$ cat config.mk
export PLATFORM = sky130hd
export DESIGN_NAME = fpe_flash_host
export DESIGN_NICKNAME = d
export VERILOG_FILES = /design/src/rtl/fpe_pkg.sv /design/src/rtl/fpe_flash_host.sv
export SDC_FILE = /design/constraint.sdc
export NUM_CORES = 1
export LEC_CHECK = 0
export CAP_MARGIN = 20
export CELL_PAD_IN_SITES_DETAIL_PLACEMENT = 0
export CELL_PAD_IN_SITES_GLOBAL_PLACEMENT = 1
export CORE_MARGIN = 5
export CORE_UTILIZATION = 50
export DETAILED_ROUTE_END_ITERATION = 10
export DONT_BUFFER_PORTS = 1
export GPL_TIMING_DRIVEN = 0
export HOLD_SLACK_MARGIN = 0.15
export PLACE_DENSITY_LB_ADDON = 0.1
export SETUP_SLACK_MARGIN = 0.1
export SKIP_LAST_GASP = 1
export SLEW_MARGIN = 20
export SYNTH_ARGS = -nofsm -noshare
export SYNTH_HDL_FRONTEND = slang
export SYNTH_SLANG_ARGS = --single-unit
$ cat constraint.sdc
create_clock -name clock_in -period 5.1 [get_ports clock_in]
set_input_delay 0.255 -clock clock_in [delete_from_list [all_inputs] [get_ports clock_in]]
set_output_delay 0.255 -clock clock_in [all_outputs]
set_load 0.01 [all_outputs]
$ cat src/rtl/fpe_pkg.sv
// Package for the flash program/erase host controller
// Assumes a 20 MHz system clock and an asynchronous parallel NOR flash
package fpe_pkg;
  localparam int CLK_HZ = 20_000_000;
  localparam int LOAD_GAP_US = 30;
  localparam int LOAD_GAP_CYC = LOAD_GAP_US * (CLK_HZ / 1_000_000);
  localparam int READ_ACC_NS = 200;
  localparam int READ_CYC = (READ_ACC_NS * (CLK_HZ / 1_000_000) + 999) / 1000;
  localparam int PAGE_WORDS = 64;
  // Flash command words
  localparam logic [14:0] UNLOCK1_ADDR = 15'h5555;
  localparam logic [14:0] UNLOCK2_ADDR = 15'h2AAA;
  localparam logic [7:0] UNLOCK1_DATA = 8'hAA;
  localparam logic [7:0] UNLOCK2_DATA = 8'h55;
  localparam logic [7:0] CODE_PROG = 8'hA0;
  localparam logic [7:0] CODE_ERASE_SETUP = 8'h80;
  localparam logic [7:0] CODE_CHIP = 8'h10;
  localparam logic [7:0] CODE_SECT = 8'h30;
  localparam logic [7:0] CODE_SUSP = 8'hB0;
  localparam logic [7:0] CODE_RESUME = 8'hD0;
  localparam logic [7:0] CODE_RDSTAT = 8'h70;
  localparam int READY_BIT = 7;
  localparam int SUSP_BIT = 6;
  // Software register map
  localparam logic [8:0] REG_CTRL = 9'h000;
  localparam logic [8:0] REG_ADDR = 9'h004;
  localparam logic [8:0] REG_STATUS = 9'h008;
  localparam int REG_BUF_BIT = 8;
  // Operation codes written to REG_CTRL
  localparam logic [2:0] OP_PROG = 3'h1;
  localparam logic [2:0] OP_CHIP = 3'h2;
  localparam logic [2:0] OP_SECT = 3'h3;
  localparam logic [2:0] OP_SUSP = 3'h4;
  localparam logic [2:0] OP_RESUME = 3'h5;
  localparam logic [2:0] OP_RDSTAT = 3'h6;
  localparam logic [2:0] OP_POLL = 3'h7;
  localparam logic [6:0] LAST_PROG_STEP = 7'h42;
  localparam logic [6:0] LAST_ERASE_STEP = 7'h05;
  localparam logic [6:0] LAST_SHORT_STEP = 7'h02;
  typedef enum logic [2:0] {
    ST_IDLE = 3'b001,
    ST_WRITE = 3'b010,
    ST_READ = 3'b100
  } fpe_state_e;
endpackage

$ cat src/rtl/fpe_flash_host.sv
// Host controller that drives a parallel NOR flash through its pins
// Assumes flash pins sampled synchronously to clock_in; software uses a plain register port
// Function
// RULE_01: program starts with two unlock writes and the A0H code write
// RULE_02: word loads keep output enable high; address then data are latched
// RULE_03: at most 64 words per program, all in one page
// RULE_04: unloaded page words stay erased at FFH
// RULE_05: loaded words are programmed together in one internal period
// RULE_06: each next load falls within 30 us of previous rising strobe
// RULE_07: address bits 19..6 give the page and stay valid each load
// RULE_08: address bits 5..0 pick the word; any order is accepted
// RULE_09: 100 us without a new load closes the window and programs
// RULE_10: programming ends with ready bit one; device stays reading status
// RULE_11: chip erase is six writes: unlock, 80H, unlock, 10H
// RULE_12: chip erase starts on last rising strobe, ends with ready one
// RULE_13: sector erase is six writes ending with 30H at a sector address
// RULE_14: sector address latched on falling strobe; bits 19..16 pick sector
// RULE_15: sector erase ends with ready one; device stays reading status
// RULE_16: erase suspend acts only while an erase runs
// RULE_17: suspend sets suspend bit at once, ready once really suspended
// RULE_18: while suspended only read, status, abort and resume are taken
// RULE_19: sequencer idles suspended whatever the control pins do
// RULE_20: resume clears suspend bit only if an erase was suspended
// RULE_21: after read status command every read returns the status
// RULE_22: unlock writes are 5555H/AAH then 2AAAH/55H on bits 14..0
// RULE_23: status bit seven is one for ready, zero for busy
// RULE_24: during programming only status reads are answered
// RULE_25: a mismatching write aborts the sequence back to first unlock
//
// The strobed register port and the address map were decided locally.
`timescale 1ns/100ps
module fpe_flash_host
  import fpe_pkg::*;
(
  // Clock and reset
  input wire logic clock_in,
  input wire logic sys_rst_in,
  // Software register port
  input wire logic [8:0] reg_addr_in,
  input wire logic [31:0] reg_wdata_in,
  input wire logic reg_wr_in,
  input wire logic reg_rd_in,
  output logic [31:0] reg_rdata_out,
  // Flash pins
  output logic [19:0] flash_addr_out,
  input wire logic [15:0] flash_dq_in,
  output logic [15:0] flash_dq_out,
  output logic flash_dq_oe_out,
  output logic flash_ce_n_out,
  output logic flash_we_n_out,
  output logic flash_oe_n_out
);
  import fpe_pkg::*;

  function automatic logic [35:0] fpe_cmd(input logic [2:0] op, input logic [6:0] step,
                                          input logic [19:0] tgt);
    logic erase;
    logic [6:0] s;
    logic [7:0] code;
    erase = (op == OP_CHIP) || (op == OP_SECT);
    s = (erase && step >= 7'h03) ? step - 7'h03 : step;
    case (op)
      OP_PROG: code = CODE_PROG;
      OP_CHIP: code = CODE_CHIP;
      OP_SECT: code = CODE_SECT;
      OP_SUSP: code = CODE_SUSP;
      OP_RESUME: code = CODE_RESUME;
      default: code = CODE_RDSTAT;
    endcase
    if (erase && step == 7'h02) begin
      code = CODE_ERASE_SETUP;
    end
    if (s == 7'h00) begin
      fpe_cmd = {5'h00, UNLOCK1_ADDR, 8'h00, UNLOCK1_DATA}; // [RULE_22]
    end else if (s == 7'h01) begin
      fpe_cmd = {5'h00, UNLOCK2_ADDR, 8'h00, UNLOCK2_DATA}; // [RULE_22]
    end else if (op == OP_SECT && step == LAST_ERASE_STEP) begin
      fpe_cmd = {tgt, 8'h00, code}; // [RULE_13] [RULE_14]
    end else begin
      fpe_cmd = {5'h00, UNLOCK1_ADDR, 8'h00, code}; // [RULE_01] [RULE_11]
    end
  endfunction

  logic [15:0] page_mem [PAGE_WORDS];
  fpe_state_e st, next_st;
  logic [2:0] op, next_op;
  logic [6:0] step, next_step;
  logic [2:0] ph, next_ph;
  logic [19:0] tgt, next_tgt;
  logic [7:0] stat, next_stat;
  logic busy, next_busy;
  logic poll, next_poll;
  logic [63:0] valid, next_valid;
  logic [31:0] next_rdata;
  logic [19:0] next_faddr;
  logic [15:0] next_fdq;
  logic next_fdq_oe, next_ce_n, next_we_n, next_oe_n;
  logic buf_wr;
  logic [35:0] w;
  logic load, adv, last;
  logic [5:0] idx;

  assign buf_wr = reg_wr_in && reg_addr_in[REG_BUF_BIT] && !busy;
  assign w = fpe_cmd(op, step, tgt);
  assign load = (op == OP_PROG) && (step >= 7'h03);
  assign idx = 6'(step - 7'h03);

  // Page buffer, any word order
  always_ff @(posedge clock_in) begin
    if (buf_wr) begin
      page_mem[reg_addr_in[7:2]] <= reg_wdata_in[15:0]; // [RULE_08]
    end
  end

  always_comb begin
    next_st = st;
    next_op = op;
    next_step = step;
    next_ph = ph;
    next_tgt = tgt;
    next_stat = stat;
    next_busy = busy;
    next_poll = poll;
    next_valid = valid;
    next_faddr = flash_addr_out;
    next_fdq = flash_dq_out;
    next_fdq_oe = flash_dq_oe_out;
    next_ce_n = flash_ce_n_out;
    next_we_n = flash_we_n_out;
    next_oe_n = flash_oe_n_out;
    next_rdata = 32'h0000_0000;
    adv = 1'b0;
    if (op == OP_PROG) begin
      last = (step == LAST_PROG_STEP);
    end else if (op == OP_CHIP || op == OP_SECT) begin
      last = (step == LAST_ERASE_STEP);
    end else begin
      last = (step == LAST_SHORT_STEP);
    end
    if (reg_rd_in) begin
      case (reg_addr_in)
        REG_STATUS: next_rdata = {22'h0, poll, busy, stat};
        REG_ADDR: next_rdata = {12'h000, tgt};
        default: next_rdata = 32'h0000_0000;
      endcase
    end
    if (buf_wr) begin
      next_valid[reg_addr_in[7:2]] = 1'b1;
    end
    case (st)
      ST_IDLE: begin
        if (reg_wr_in && reg_addr_in == REG_ADDR) begin
          next_tgt = reg_wdata_in[19:0];
        end
        if (reg_wr_in && reg_addr_in == REG_CTRL && reg_wdata_in[2:0] != 3'h0) begin
          next_op = reg_wdata_in[2:0];
          next_busy = 1'b1;
          next_step = 7'h00;
          next_ph = 3'h0;
          next_st = (reg_wdata_in[2:0] == OP_POLL) ? ST_READ : ST_WRITE;
          next_poll = (reg_wdata_in[2:0] != OP_RESUME) && (reg_wdata_in[2:0] != OP_RDSTAT);
        end
      end
      ST_WRITE: begin
        case (ph)
          3'h0: begin
            if (load && !valid[idx]) begin
              adv = 1'b1; // [RULE_04]
            end else begin
              next_faddr = load ? {tgt[19:6], idx} : w[35:16]; // [RULE_07] [RULE_08]
              next_fdq = load ? page_mem[idx] : w[15:0];
              next_fdq_oe = 1'b1;
              next_ce_n = 1'b0;
              next_oe_n = 1'b1; // [RULE_02]
              next_ph = 3'h1;
            end
          end
          3'h1: begin
            next_we_n = 1'b0;
            next_ph = 3'h2;
          end
          3'h2: begin
            next_we_n = 1'b1;
            next_ph = 3'h3;
          end
          default: begin
            next_ce_n = 1'b1;
            next_fdq_oe = 1'b0;
            next_ph = 3'h0;
            adv = 1'b1;
          end
        endcase
        if (adv) begin
          next_step = step + 7'h01; // [RULE_03] [RULE_06]
          if (last) begin
            next_valid = 64'h0; // [RULE_05] [RULE_09]
            next_ph = 3'h0;
            if (poll || op == OP_RDSTAT) begin
              next_st = ST_READ;
            end else begin
              next_st = ST_IDLE;
              next_busy = 1'b0;
            end
          end
        end
      end
      ST_READ: begin
        if (ph == 3'h0) begin
          next_ce_n = 1'b0;
          next_oe_n = 1'b0; // [RULE_21]
          next_ph = 3'h1;
        end else if (ph < 3'(READ_CYC)) begin
          next_ph = ph + 3'h1;
        end else if (ph == 3'(READ_CYC)) begin
          next_stat = flash_dq_in[7:0];
          next_ce_n = 1'b1;
          next_oe_n = 1'b1;
          next_ph = ph + 3'h1;
        end else begin
          next_ph = 3'h0;
          if (!(poll && !stat[READY_BIT])) begin // [RULE_10] [RULE_12] [RULE_15] [RULE_17] [RULE_23]
            next_st = ST_IDLE;
            next_busy = 1'b0;
            next_poll = 1'b0;
          end
        end
      end
      default: next_st = ST_IDLE;
    endcase
  end

  always_ff @(posedge clock_in or posedge sys_rst_in) begin
    if (sys_rst_in) begin
      st <= ST_IDLE;
      op <= 3'h0;
      step <= 7'h00;
      ph <= 3'h0;
      tgt <= 20'h00000;
      stat <= 8'h00;
      busy <= 1'b0;
      poll <= 1'b0;
      valid <= 64'h0;
      reg_rdata_out <= 32'h0000_0000;
      flash_addr_out <= 20'h00000;
      flash_dq_out <= 16'h0000;
      flash_dq_oe_out <= 1'b0;
      flash_ce_n_out <= 1'b1;
      flash_we_n_out <= 1'b1;
      flash_oe_n_out <= 1'b1;
    end else begin
      st <= next_st;
      op <= next_op;
      step <= next_step;
      ph <= next_ph;
      tgt <= next_tgt;
      stat <= next_stat;
      busy <= next_busy;
      poll <= next_poll;
      valid <= next_valid;
      reg_rdata_out <= next_rdata;
      flash_addr_out <= next_faddr;
      flash_dq_out <= next_fdq;
      flash_dq_oe_out <= next_fdq_oe;
      flash_ce_n_out <= next_ce_n;
      flash_we_n_out <= next_we_n;
      flash_oe_n_out <= next_oe_n;
    end
  end

  // Checking helpers
  logic gap_run;
  logic [15:0] gap_cnt;
  always_ff @(posedge clock_in or posedge sys_rst_in) begin
    if (sys_rst_in) begin
      gap_run <= 1'b0;
      gap_cnt <= 16'h0000;
    end else if (st != ST_WRITE || !flash_we_n_out) begin
      gap_run <= 1'b0;
      gap_cnt <= 16'h0000;
    end else if (op == OP_PROG && load && ph == 3'h3) begin
      gap_run <= 1'b1;
      gap_cnt <= 16'h0000;
    end else if (gap_run) begin
      gap_cnt <= gap_cnt + 16'h0001;
    end
  end
endmodule

* After elaboration in Yosys (flattened, before gate mapping) *
Memories as Yosys holds them, arrays and structs flattened.
Index checks and enable logic that the tools add are counted.

operators by class
  equal/unequal tests = 36
  mux-type cells = 69
  $add $sub $neg = 3
  bitwise logic cells = 5
  reductions and logical operators = 41
  magnitude comparators = 5

operators with widths
  operator                                                                number
  64-bit 2-to-1 mux                                                       4
  36-bit 2-to-1 mux                                                       3
  64-bit bitwise OR                                                       1
  3-bit 2-to-1 mux                                                        16
  20-bit 2-to-1 mux                                                       2
  20-bit case mux with 2 select lines                                     1
  8-bit case mux with 5 select lines                                      1
  3-bit case mux with 3 select lines                                      3
  2-bit != test (second input constant)                                   12
  1-bit 2-to-1 mux                                                        23
  7-bit 2-to-1 mux                                                        3
  3-bit equality test (second input constant)                             6
  16-bit 2-to-1 mux                                                       1
  3-bit != test (second input constant)                                   5
  6-bit by 7-bit < comparator with 1-bit output (second input constant)   2
  1-bit case mux with 2 select lines                                      7
  7-bit case mux with 2 select lines                                      1
  1-bit logical AND                                                       13
  3-bit by 2-bit equality test with 1-bit output (second input constant)  4
  5-bit AND reduction                                                     2
  3-bit by 1-bit equality test with 1-bit output (second input constant)  3
  9-bit by 3-bit equality test with 1-bit output (second input constant)  1
  9-bit by 4-bit equality test with 1-bit output (second input constant)  1
  9-bit zero test                                                         1
  other kinds (28)                                                        43

word-level totals
  word-level logic and storage cells = 176
  input port bits = 61
  flip-flop bits (word level) = 182
  memories = 1
  output and inout port bits = 72
  bits in writable memories = 1024

memories
  memory    depth  bits a word  rd ports  clocked after memory_dff  write ports  RTL line              text
  page_mem  64     16           1         0                         1            fpe_flash_host.sv:84  logic [15:0] page_mem [PAGE_WORDS];

* Longest topological paths before layout *
Gate-level depths: netlist of the first run.

  depth after elaboration = 10
  mapped depth = 19
  depth with buffers taken out = 10

* Least setup slack after synthesis of the first run *
Ideal clock, no wire load.

  path type = register -> register
  start = register step[0]
  end = register flash_dq_out[4]
  data arrival time = 4021 ps
  library setup time = 130 ps
  clock period less this slack = 4151 ps
  stages on the path, launching flop included = 19
  setup slack = 949 ps
  path through = dfrtp_1 > buf_6 > buf_6 > buf_6 > buf_6 > buf_4 > buf_6 > inv_1 > ha_1 > buf_2 > buf_2 > buf_2 > buf_2 > clkbuf_1 > mux4_2 > a211oi_1 > a211oi_1 > o31ai_1 > a21oi_1

between the ends
  cells in the longest elaborated chain, start to end = 7

RTL lines
  item                                                                       RTL line                                     text
  from (decl)                                                                fpe_flash_host.sv:87                         logic [6:0] step, next_step;
  from (signal assigned)                                                     fpe_flash_host.sv:253                        step <= next_step;
  7-bit by 2-bit subtractor with 7-bit output (tied with other cells)        fpe_flash_host.sv:106                        assign idx = 6'(step - 7'h03);
  1-bit binary-select mux with 6-bit select (tied with other cells)          fpe_flash_host.sv:167                        if (load && !valid[idx]) begin
  1-bit 2-to-1 mux (implied by the code) (tied with other cells)             fpe_flash_host.sv:167
  1-bit zero test (tied with other cells)                                    fpe_flash_host.sv:167
  1-bit logical AND / 36-bit 2-to-1 mux (equally long branches)              fpe_flash_host.sv:167, fpe_flash_host.sv:75
  1-bit inverter (no line) / 36-bit 2-to-1 mux (equally long branches)       n/a
  3-bit AND reduction (no line) / 16-bit 2-to-1 mux (equally long branches)  n/a
  to (signal assigned)                                                       fpe_flash_host.sv:262                        flash_dq_out <= next_fdq;
  to (decl)                                                                  fpe_flash_host.sv:47                         output logic [15:0] flash_dq_out,

Several ways; a longest one is shown, not always the timed one. The select of a mux whose other input is x is not followed.
A chain may end at the register's enable or synchronous reset.

* Worst setup path in the final report of the first run *
  start = register step[0]
  end = register flash_dq_out[1]

The elaborated chain is that of the path after synthesis.

==> flow_metrics.env, run 1 <==
export IMPL_run_status="finished, final reports clean"
export IMPL_dp_cells=3686
export IMPL_first_pass_grt_wire_length_microns=188200
export IMPL_global_route_usage_total_pct=26.86
export IMPL_synth_avg_cell_area_sq_um=19.81
export IMPL_data_required_time_at_the_worst_endpoint_ps=5670
export IMPL_synth_seq_cells=1194
export IMPL_synth_xor_area_share_pct=0.2180
export IMPL_start_util_pct=50.43
export IMPL_drt_first_pass_iters=5
export IMPL_ir_drop_uv=289.0
export IMPL_wl_per_cell_microns=33.61
export IMPL_die_height_microns=316.8
export IMPL_grt_remaining_overflow=0
export IMPL_rsz0062_at_grt="no"
export IMPL_synth_area_mux_share_pct=16.52
export IMPL_postRouteWirelength_microns=133300
export IMPL_synth_top_family_by_area="multiplexers"
export IMPL_power_per_cell_area_nw_per_um2=380.8
export IMPL_wl_met1_microns=50920
export IMPL_syn_inst=2376
export IMPL_finish_net_count=2682
export IMPL_final_area_sq_um=55300
export IMPL_clock_slew_seen_by_the_registers_of_the_worst_setup_and_hold_paths_ps=60
export IMPL_setup_violations_final=0
export IMPL_final_slew_viol_count=0
export IMPL_grt_max_degree=88
export IMPL_post_route_period_util_pct=94.68
export IMPL_setup_worst_path_start_class="flop"
export IMPL_post_route_drc_count=0
export IMPL_worst_endpoint_arrival_ps=5400
export IMPL_cts_buffer_count=121
export IMPL_route_top_layer_used="met5"
export IMPL_slew_at_the_pin_closest_to_its_max_slew_limit_ps=1250
export IMPL_first_global_vias=25340
export IMPL_area_growth_synth_to_final_pct=17.49
export IMPL_met2WireLength_microns=66170
export IMPL_placement_io_buffers=0
export IMPL_clk_latency_ps=710
export IMPL_power_static_leakage_uw=0.01872
export IMPL_detail_route_vias_per_cell=6.231
export IMPL_path_class="reg -> reg"
export IMPL_synth_edf_count=1024
export IMPL_async_flop_share_pct=14.24
export IMPL_final_hold_violation_count=0
export IMPL_critPathCaptureType="flop"
export IMPL_globalplace_congestion=0.8802
export IMPL_synth_sequential_area_ratio_pct=74.38
export IMPL_ys_dominant_reg_cell="sky130_fd_sc_hd__edfxtp_1"
export IMPL_post_route_util_pct=59.25
export IMPL_synth_simple_area_share_pct=4.086
export IMPL_proportion_of_layout_cells_with_a_drive_suffix_above_1_pct=29.07
export IMPL_detailed_place_area_sq_um=50220
export IMPL_clockRootBuffer="sky130_fd_sc_hd__clkbuf_16"
export IMPL_slew_headroom_pct=15.59
export IMPL_layout_min_cycle_time_ps=4829
export IMPL_finClkSkew_ps=25.08
export IMPL_core_area_sq_um=93330
export IMPL_row_count=112
export IMPL_fp_dieArea_sq_um=100400
export IMPL_fmax_ghz=0.2071
export IMPL_internal_dissipation_uw=16390
export IMPL_num_vias=24720
export IMPL_number_of_violations_reported_at_the_end_of_detailed_routing_iteration_0=2836
export IMPL_synth_compound_area_share_pct=2.868
export IMPL_grt_antenna_before_repair=5
export IMPL_hold_class="in -> reg"
export IMPL_io_pins=133
export IMPL_yosys_warnings=0
export IMPL_clock_power_share_pct=41.4
export IMPL_die_w_microns=316.8
export IMPL_tritoncts="done"
export IMPL_power_switching_uw=4670
export IMPL_filler_free_cell_count_of_the_finished_design=3968
export IMPL_cp_max_fo=10
export IMPL_synth_distinct_cells=69
export IMPL_dp_final_hpwl_microns=88250
export IMPL_sw_frac_of_total_pct=22.18
export IMPL_netlist_area_sq_um=47070
export IMPL_num_antenna_cells=0
export IMPL_power_share_sequential_pct=51.2
export IMPL_detail_route_antenna_nets=0
export IMPL_cts_sinks=1194
export IMPL_cap_viol_max_count=0
export IMPL_cts_max_level=3
export IMPL_synthAdderAreaFrac_pct=0.1861
export IMPL_fraction_of_power_consumed_by_combinational_cells_pct=7.3
export IMPL_cts_buffer_depth=3
export IMPL_number_of_filler_cells_placed_in_the_layout=6837
export IMPL_met3RoutedLength_microns=12100
worst max-delay path, stage by stage, from the launching register on:
cell,delay [ps]
sky130_fd_sc_hd__dfrtp_2,430
sky130_fd_sc_hd__buf_8,210
sky130_fd_sc_hd__buf_6,220
sky130_fd_sc_hd__buf_6,180
sky130_fd_sc_hd__buf_6,220
sky130_fd_sc_hd__buf_12,210
sky130_fd_sc_hd__buf_8,200
sky130_fd_sc_hd__inv_1,120
sky130_fd_sc_hd__ha_4,360
sky130_fd_sc_hd__buf_6,230
sky130_fd_sc_hd__buf_6,220
sky130_fd_sc_hd__buf_4,250
sky130_fd_sc_hd__mux4_2,330
sky130_fd_sc_hd__mux4_2,520
sky130_fd_sc_hd__nand2_1,100
sky130_fd_sc_hd__a21oi_1,180
sky130_fd_sc_hd__o41ai_2,540
sky130_fd_sc_hd__o21ai_0,130
area by class of cell:
type,count,area (sq um),area share [%]
clock inverters,67,634.4,1.147
multi-input cells,1029,11860,21.44
well taps,1254,1569,2.837
flip-flops and latches,1194,35010,63.31
repair buffers,105,1926,3.482
clock buffers,156,3283,5.937
plain buffers,145,947.2,1.713
inverters,18,75.07,0.1358
worst paths after layout:
kind,slack [ps],from,depth (start not counted),end
max,270,step[0]$_DFFE_PP0P_,17,flash_dq_out[1]$_DFFE_PP0P_
min,180,reg_rd_in,3,reg_rdata_out[12]$_DFF_PP0_
max reg2reg,270,step[0]$_DFFE_PP0P_,17,flash_dq_out[1]$_DFFE_PP0P_
min reg2reg,490,valid[35]$_DFF_PP0_,1,valid[35]$_DFF_PP0_
max in group asynchronous,3390,sys_rst_in,4,flash_dq_oe_out$_DFFE_PP0P_
min in group asynchronous,680,sys_rst_in,3,step[6]$_DFFE_PP0P_
flip-flops by register name (all words and copies together), names as in the netlist:
| signal | cells |
|---|---|
| busy | 1 |
| flash_addr_out | 20 |
| flash_ce_n_out | 1 |
| flash_dq_oe_out | 1 |
| flash_dq_out | 16 |
| flash_oe_n_out | 1 |
| flash_we_n_out | 1 |
| op | 3 |
| page_mem | 1024 |
| ph | 3 |
| poll | 1 |
| reg_rdata_out | 20 |
| st | 3 |
| stat | 8 |
| step | 7 |
| tgt | 20 |
| valid | 64 |
per-stage QoR:
stage                     worst slack (ps)  power [uW]  TNS, ps  hold slack (ps)
after floorplan                      248.2       11840        0            353.9
final                                271.3       21060        0            180.4
after global placement               -1837       12240  -387120            359.0
after CTS                            109.5       21190        0            152.0
after detailed placement             -1754       12300   -86370            225.4
after global routing                 129.0       21680        0            213.1
placed cells by master (no fill, tap or decap), drive strengths merged, types with 26 or more instances in the layout:
cell / instances
dlygate4sd3: 40
nand2: 124
dfrtp: 166
and2: 26
clkbuf: 218
o21ai: 44
a21oi: 27
mux4: 320
mux2: 30
clkinv: 49
edfxtp: 1024
buf: 148
nor2: 200
cells by family after synthesis:
group / after synthesis
flops: 1194
simple gates: 439
mux: 373
compound gates: 188
buf+inv: 164
xor+xnor: 10
fa+ha+maj: 7
other cells: 1
power by group through the flow:
stage | combinational [uW] | sequential (uW) | clock (uW)
after floorplan | 868 | 11000 | 0
after global placement | 1260 | 11000 | 0
after detailed placement | 1310 | 11000 | 0
after CTS | 1540 | 10800 | 8860
after global routing | 1630 | 10800 | 9260
final | 1540 | 10800 | 8730
layer usage:
layer  global-route usage (%)  up-vias
li1                         -    10100
met1                    35.97    13220
met2                    45.09     1179
met3                    6.132      226
met4                    7.419        2
met5                        0        -
what timing repair did:
item / in CTS / in global routing
endpoints found under the hold margin: 1278 / 0
gates resized for setup: 82 / 18
buffers inserted: 0 / 2
hold buffers: 56 / 0
pin swaps: 4 / 7
setup endpoints to repair: 116 / 97
cells in the mapped netlist, types with 10 or more instances:
| cell type | instances | share of area (%) |
|---|---|---|
| sky130_fd_sc_hd__o31ai_1 | 10 | 0.16 |
| sky130_fd_sc_hd__clkbuf_1 | 71 | 0.57 |
| sky130_fd_sc_hd__edfxtp_1 | 1024 | 65 |
| sky130_fd_sc_hd__a211oi_1 | 24 | 0.38 |
| sky130_fd_sc_hd__o22a_1 | 14 | 0.26 |
| sky130_fd_sc_hd__mux2i_1 | 23 | 0.49 |
| sky130_fd_sc_hd__and2_1 | 26 | 0.35 |
| sky130_fd_sc_hd__inv_1 | 18 | 0.14 |
| sky130_fd_sc_hd__mux4_2 | 320 | 15 |
| sky130_fd_sc_hd__buf_2 | 43 | 0.46 |
| sky130_fd_sc_hd__nand2_1 | 124 | 0.99 |
| sky130_fd_sc_hd__a22o_1 | 11 | 0.20 |
| sky130_fd_sc_hd__dfrtp_1 | 166 | 8.8 |
| sky130_fd_sc_hd__nand3_1 | 17 | 0.18 |
| sky130_fd_sc_hd__mux2_2 | 30 | 0.72 |
| sky130_fd_sc_hd__buf_4 | 21 | 0.33 |
| sky130_fd_sc_hd__nor2_1 | 200 | 1.6 |
| sky130_fd_sc_hd__nor3_1 | 14 | 0.15 |
| sky130_fd_sc_hd__a21oi_1 | 27 | 0.29 |
| sky130_fd_sc_hd__o21ai_0 | 41 | 0.44 |
(Power assumes the default switching activity.)
==> run 2, diff against run 1 <==
--- a/config.mk
+++ b/config.mk
@@ -14,7 +14,7 @@
 export DONT_BUFFER_PORTS = 1
 export GPL_TIMING_DRIVEN = 0
 export HOLD_SLACK_MARGIN = 0.15
-export PLACE_DENSITY_LB_ADDON = 0.1
+export PLACE_DENSITY_LB_ADDON = 0.15
 export SETUP_SLACK_MARGIN = 0.1
 export SKIP_LAST_GASP = 1
 export SLEW_MARGIN = 20
==> flow_metrics.env, run 2 (synthesized netlist as in run 1, its figures left out) <==
export IMPL_gr_usage_met2_pct=43.32
export IMPL_area_growth_synth_to_final_pct=17.46
export IMPL_clockRootBuffer="sky130_fd_sc_hd__clkbuf_16"
export IMPL_run_status="finished, final reports clean"
export IMPL_critical_path_n_buffers_inverters=12
export IMPL_grt_antenna_before_repair=5
export IMPL_cap_viol_max_count=0
export IMPL_cp_slowest_cell="sky130_fd_sc_hd__nor4_4"
export IMPL_grt_remaining_overflow=0
export IMPL_io_pins=133
export IMPL_num_vias=24840
export IMPL_largest_reg_flops=1024
export IMPL_power_per_cell_area_nw_per_um2=374.6
export IMPL_row_count=112
export IMPL_first_pass_grt_wire_length_microns=186400
export IMPL_first_global_vias=25160
export IMPL_mostFrequentLayoutCell="sky130_fd_sc_hd__edfxtp_1"
export IMPL_power_uw=20710
export IMPL_wl_per_cell_microns=33.11
export IMPL_final_slew_viol_count=0
export IMPL_cp_max_fo=10
export IMPL_path_class="reg -> reg"
export IMPL_critical_path_s_largest_stage_delay_ps=450
export IMPL_cts_buffer_depth=3
export IMPL_slew_at_the_pin_closest_to_its_max_slew_limit_ps=1172
export IMPL_grt_use_met1_pct=36.47
export IMPL_post_route_period_util_pct=94.54
export IMPL_filler_free_cell_count_of_the_finished_design=3977
export IMPL_die_height_microns=316.8
export IMPL_setup_violations_final=0
export IMPL_top_usage_layer="met2"
export IMPL_regToRegSetupSlack_ps=280
export IMPL_slew_headroom_pct=21.89
export IMPL_critPathCaptureType="flop"
export IMPL_layout_min_cycle_time_ps=4821
export IMPL_drt_first_pass_iters=5
export IMPL_globalplace_congestion=0.8795
export IMPL_detail_route_vias_per_cell=6.246
export IMPL_power_static_leakage_uw=0.01869
export IMPL_global_route_usage_total_pct=26.45
export IMPL_placement_io_buffers=0
export IMPL_cts_buffer_count=120
export IMPL_clock_slew_seen_by_the_registers_of_the_worst_setup_and_hold_paths_ps=60
export IMPL_data_required_time_at_the_worst_endpoint_ps=5670
export IMPL_hold_class="in -> reg"
export IMPL_detail_route_antenna_nets=0
export IMPL_fin_worst_hold_slack_ps=204.4
export IMPL_grt_max_degree=104
export IMPL_postRouteWirelength_microns=131700
export IMPL_fmax_ghz=0.2074
export IMPL_tritoncts="done"
export IMPL_number_of_violations_reported_at_the_end_of_detailed_routing_iteration_0=2955
export IMPL_number_of_filler_cells_placed_in_the_layout=6820
export IMPL_cts_max_level=3
export IMPL_final_hold_violation_count=0
export IMPL_start_util_pct=50.43
export IMPL_finish_net_count=2687
export IMPL_setup_worst_path_start_class="flop"
export IMPL_dp_cells=3691
export IMPL_dp_final_hpwl_microns=87990
export IMPL_post_route_util_pct=59.24
export IMPL_proportion_of_layout_cells_with_a_drive_suffix_above_1_pct=28.68
export IMPL_core_area_sq_um=93330
export IMPL_fp_dieArea_sq_um=100400
export IMPL_final_cell_mix="1,024 x sky130_fd_sc_hd__edfxtp_1, 320 x sky130_fd_sc_hd__mux4_2, 165 x sky130_fd_sc_hd__dfrtp_1, 137 x sky130_fd_sc_hd__nor2_1, 124 x sky130_fd_sc_hd__nand2_1"
export IMPL_clk_latency_ps=710
export IMPL_worst_endpoint_arrival_ps=5390
export IMPL_timing_critical_path_max_delay_family="buffers and inverters"
export IMPL_ir_drop_uv=344.2
export IMPL_grt_util_met3_pct=5.383
export IMPL_finClkSkew_ps=16.50
export IMPL_post_route_drc_count=0
export IMPL_rsz0062_at_grt="no"
export IMPL_die_w_microns=316.8
export IMPL_cts_sinks=1194
export IMPL_cp_cell_sequence="buf_8, buf_6, buf_6, buf_8, buf_12, buf_8, inv_1, ha_4, buf_8, buf_6, buf_4, buf_6, clkbuf_8, mux4_2, mux2i_2, a211oi_1, nor4_4, o31ai_1"
==> run 2: metal layers <==
metal / wire length, microns / vias to the layer above
met5: 0 / -
met4: 4456 / 0
met3: 12140 / 216
met2: 64170 / 1282
met1: 50890 / 13210
li1: - / 10130
==> run 2: worst register-to-register path, delay by kind of cell, from the launching register on <==
family | cells | cell delay [ps]
adders and majority gates | 1 | 340
DFF | 1 | 430
AOI/OAI and AO/OA | 2 | 330
and+or+nand+nor | 1 | 460
buffers and inverters | 12 | 2500
muxes | 2 | 630
==> run 2: final cells by class <==
class                      count  area, sq um  area share [%]
clock inverter                65        485.5          0.8781
multi-input combinational   1029        11850           21.44
inverter                      18        75.07          0.1358
sequential                  1194        35010           63.33
timing repair buffer         110         2058           3.723
buffer                       146        968.4           1.752
antenna                        3        7.507         0.01358
tap                         1254         1569           2.838
clock buffer                 158         3258           5.893
==> run 2: final timing paths <==
path	from	end	depth (start not counted)
max	step[0]$_DFFE_PP0P_	flash_dq_out[7]$_DFFE_PP0P_	18
min	reg_addr_in[1]	op[1]$_DFFE_PP0P_	5
max reg2reg	step[0]$_DFFE_PP0P_	flash_dq_out[7]$_DFFE_PP0P_	18
min reg2reg	valid[0]$_DFF_PP0_	valid[0]$_DFF_PP0_	1
max in group asynchronous	sys_rst_in	reg_rdata_out[16]$_DFF_PP0_	4
min in group asynchronous	sys_rst_in	flash_dq_out[14]$_DFFE_PP0P_	3
==> run 2: report_power, final <==
part	leakage [uW]	internal (uW)	switching, uW
clock	0.00182	4730	3650
sequential	0.0115	10700	65.9
combinational	0.00541	641	901
total	0.0187	16100	4610
==> run 2: timing repair <==
| action | CTS | global route |
|---|---|---|
| hold buffers | 57 | 0 |
| setup buffers | 0 | 3 |
| endpoints found under the setup margin | 116 | 96 |
| gates cloned | 0 | 0 |
| pin swaps | 5 | 4 |
| endpoints found under the hold margin | 1290 | 0 |
| resized for setup | 84 | 9 |
==> run 2: stage by stage <==
stage               setup TNS, ps  setup slack (ps)  instance area, sq um
floorplan                       0             248.2                 47110
global placement          -354280             -1808                 48680
detailed placement         -73970             -1843                 50350
CTS                             0             109.0                 55210
global route                    0             166.4                 55280
finish                          0             278.6                 55290
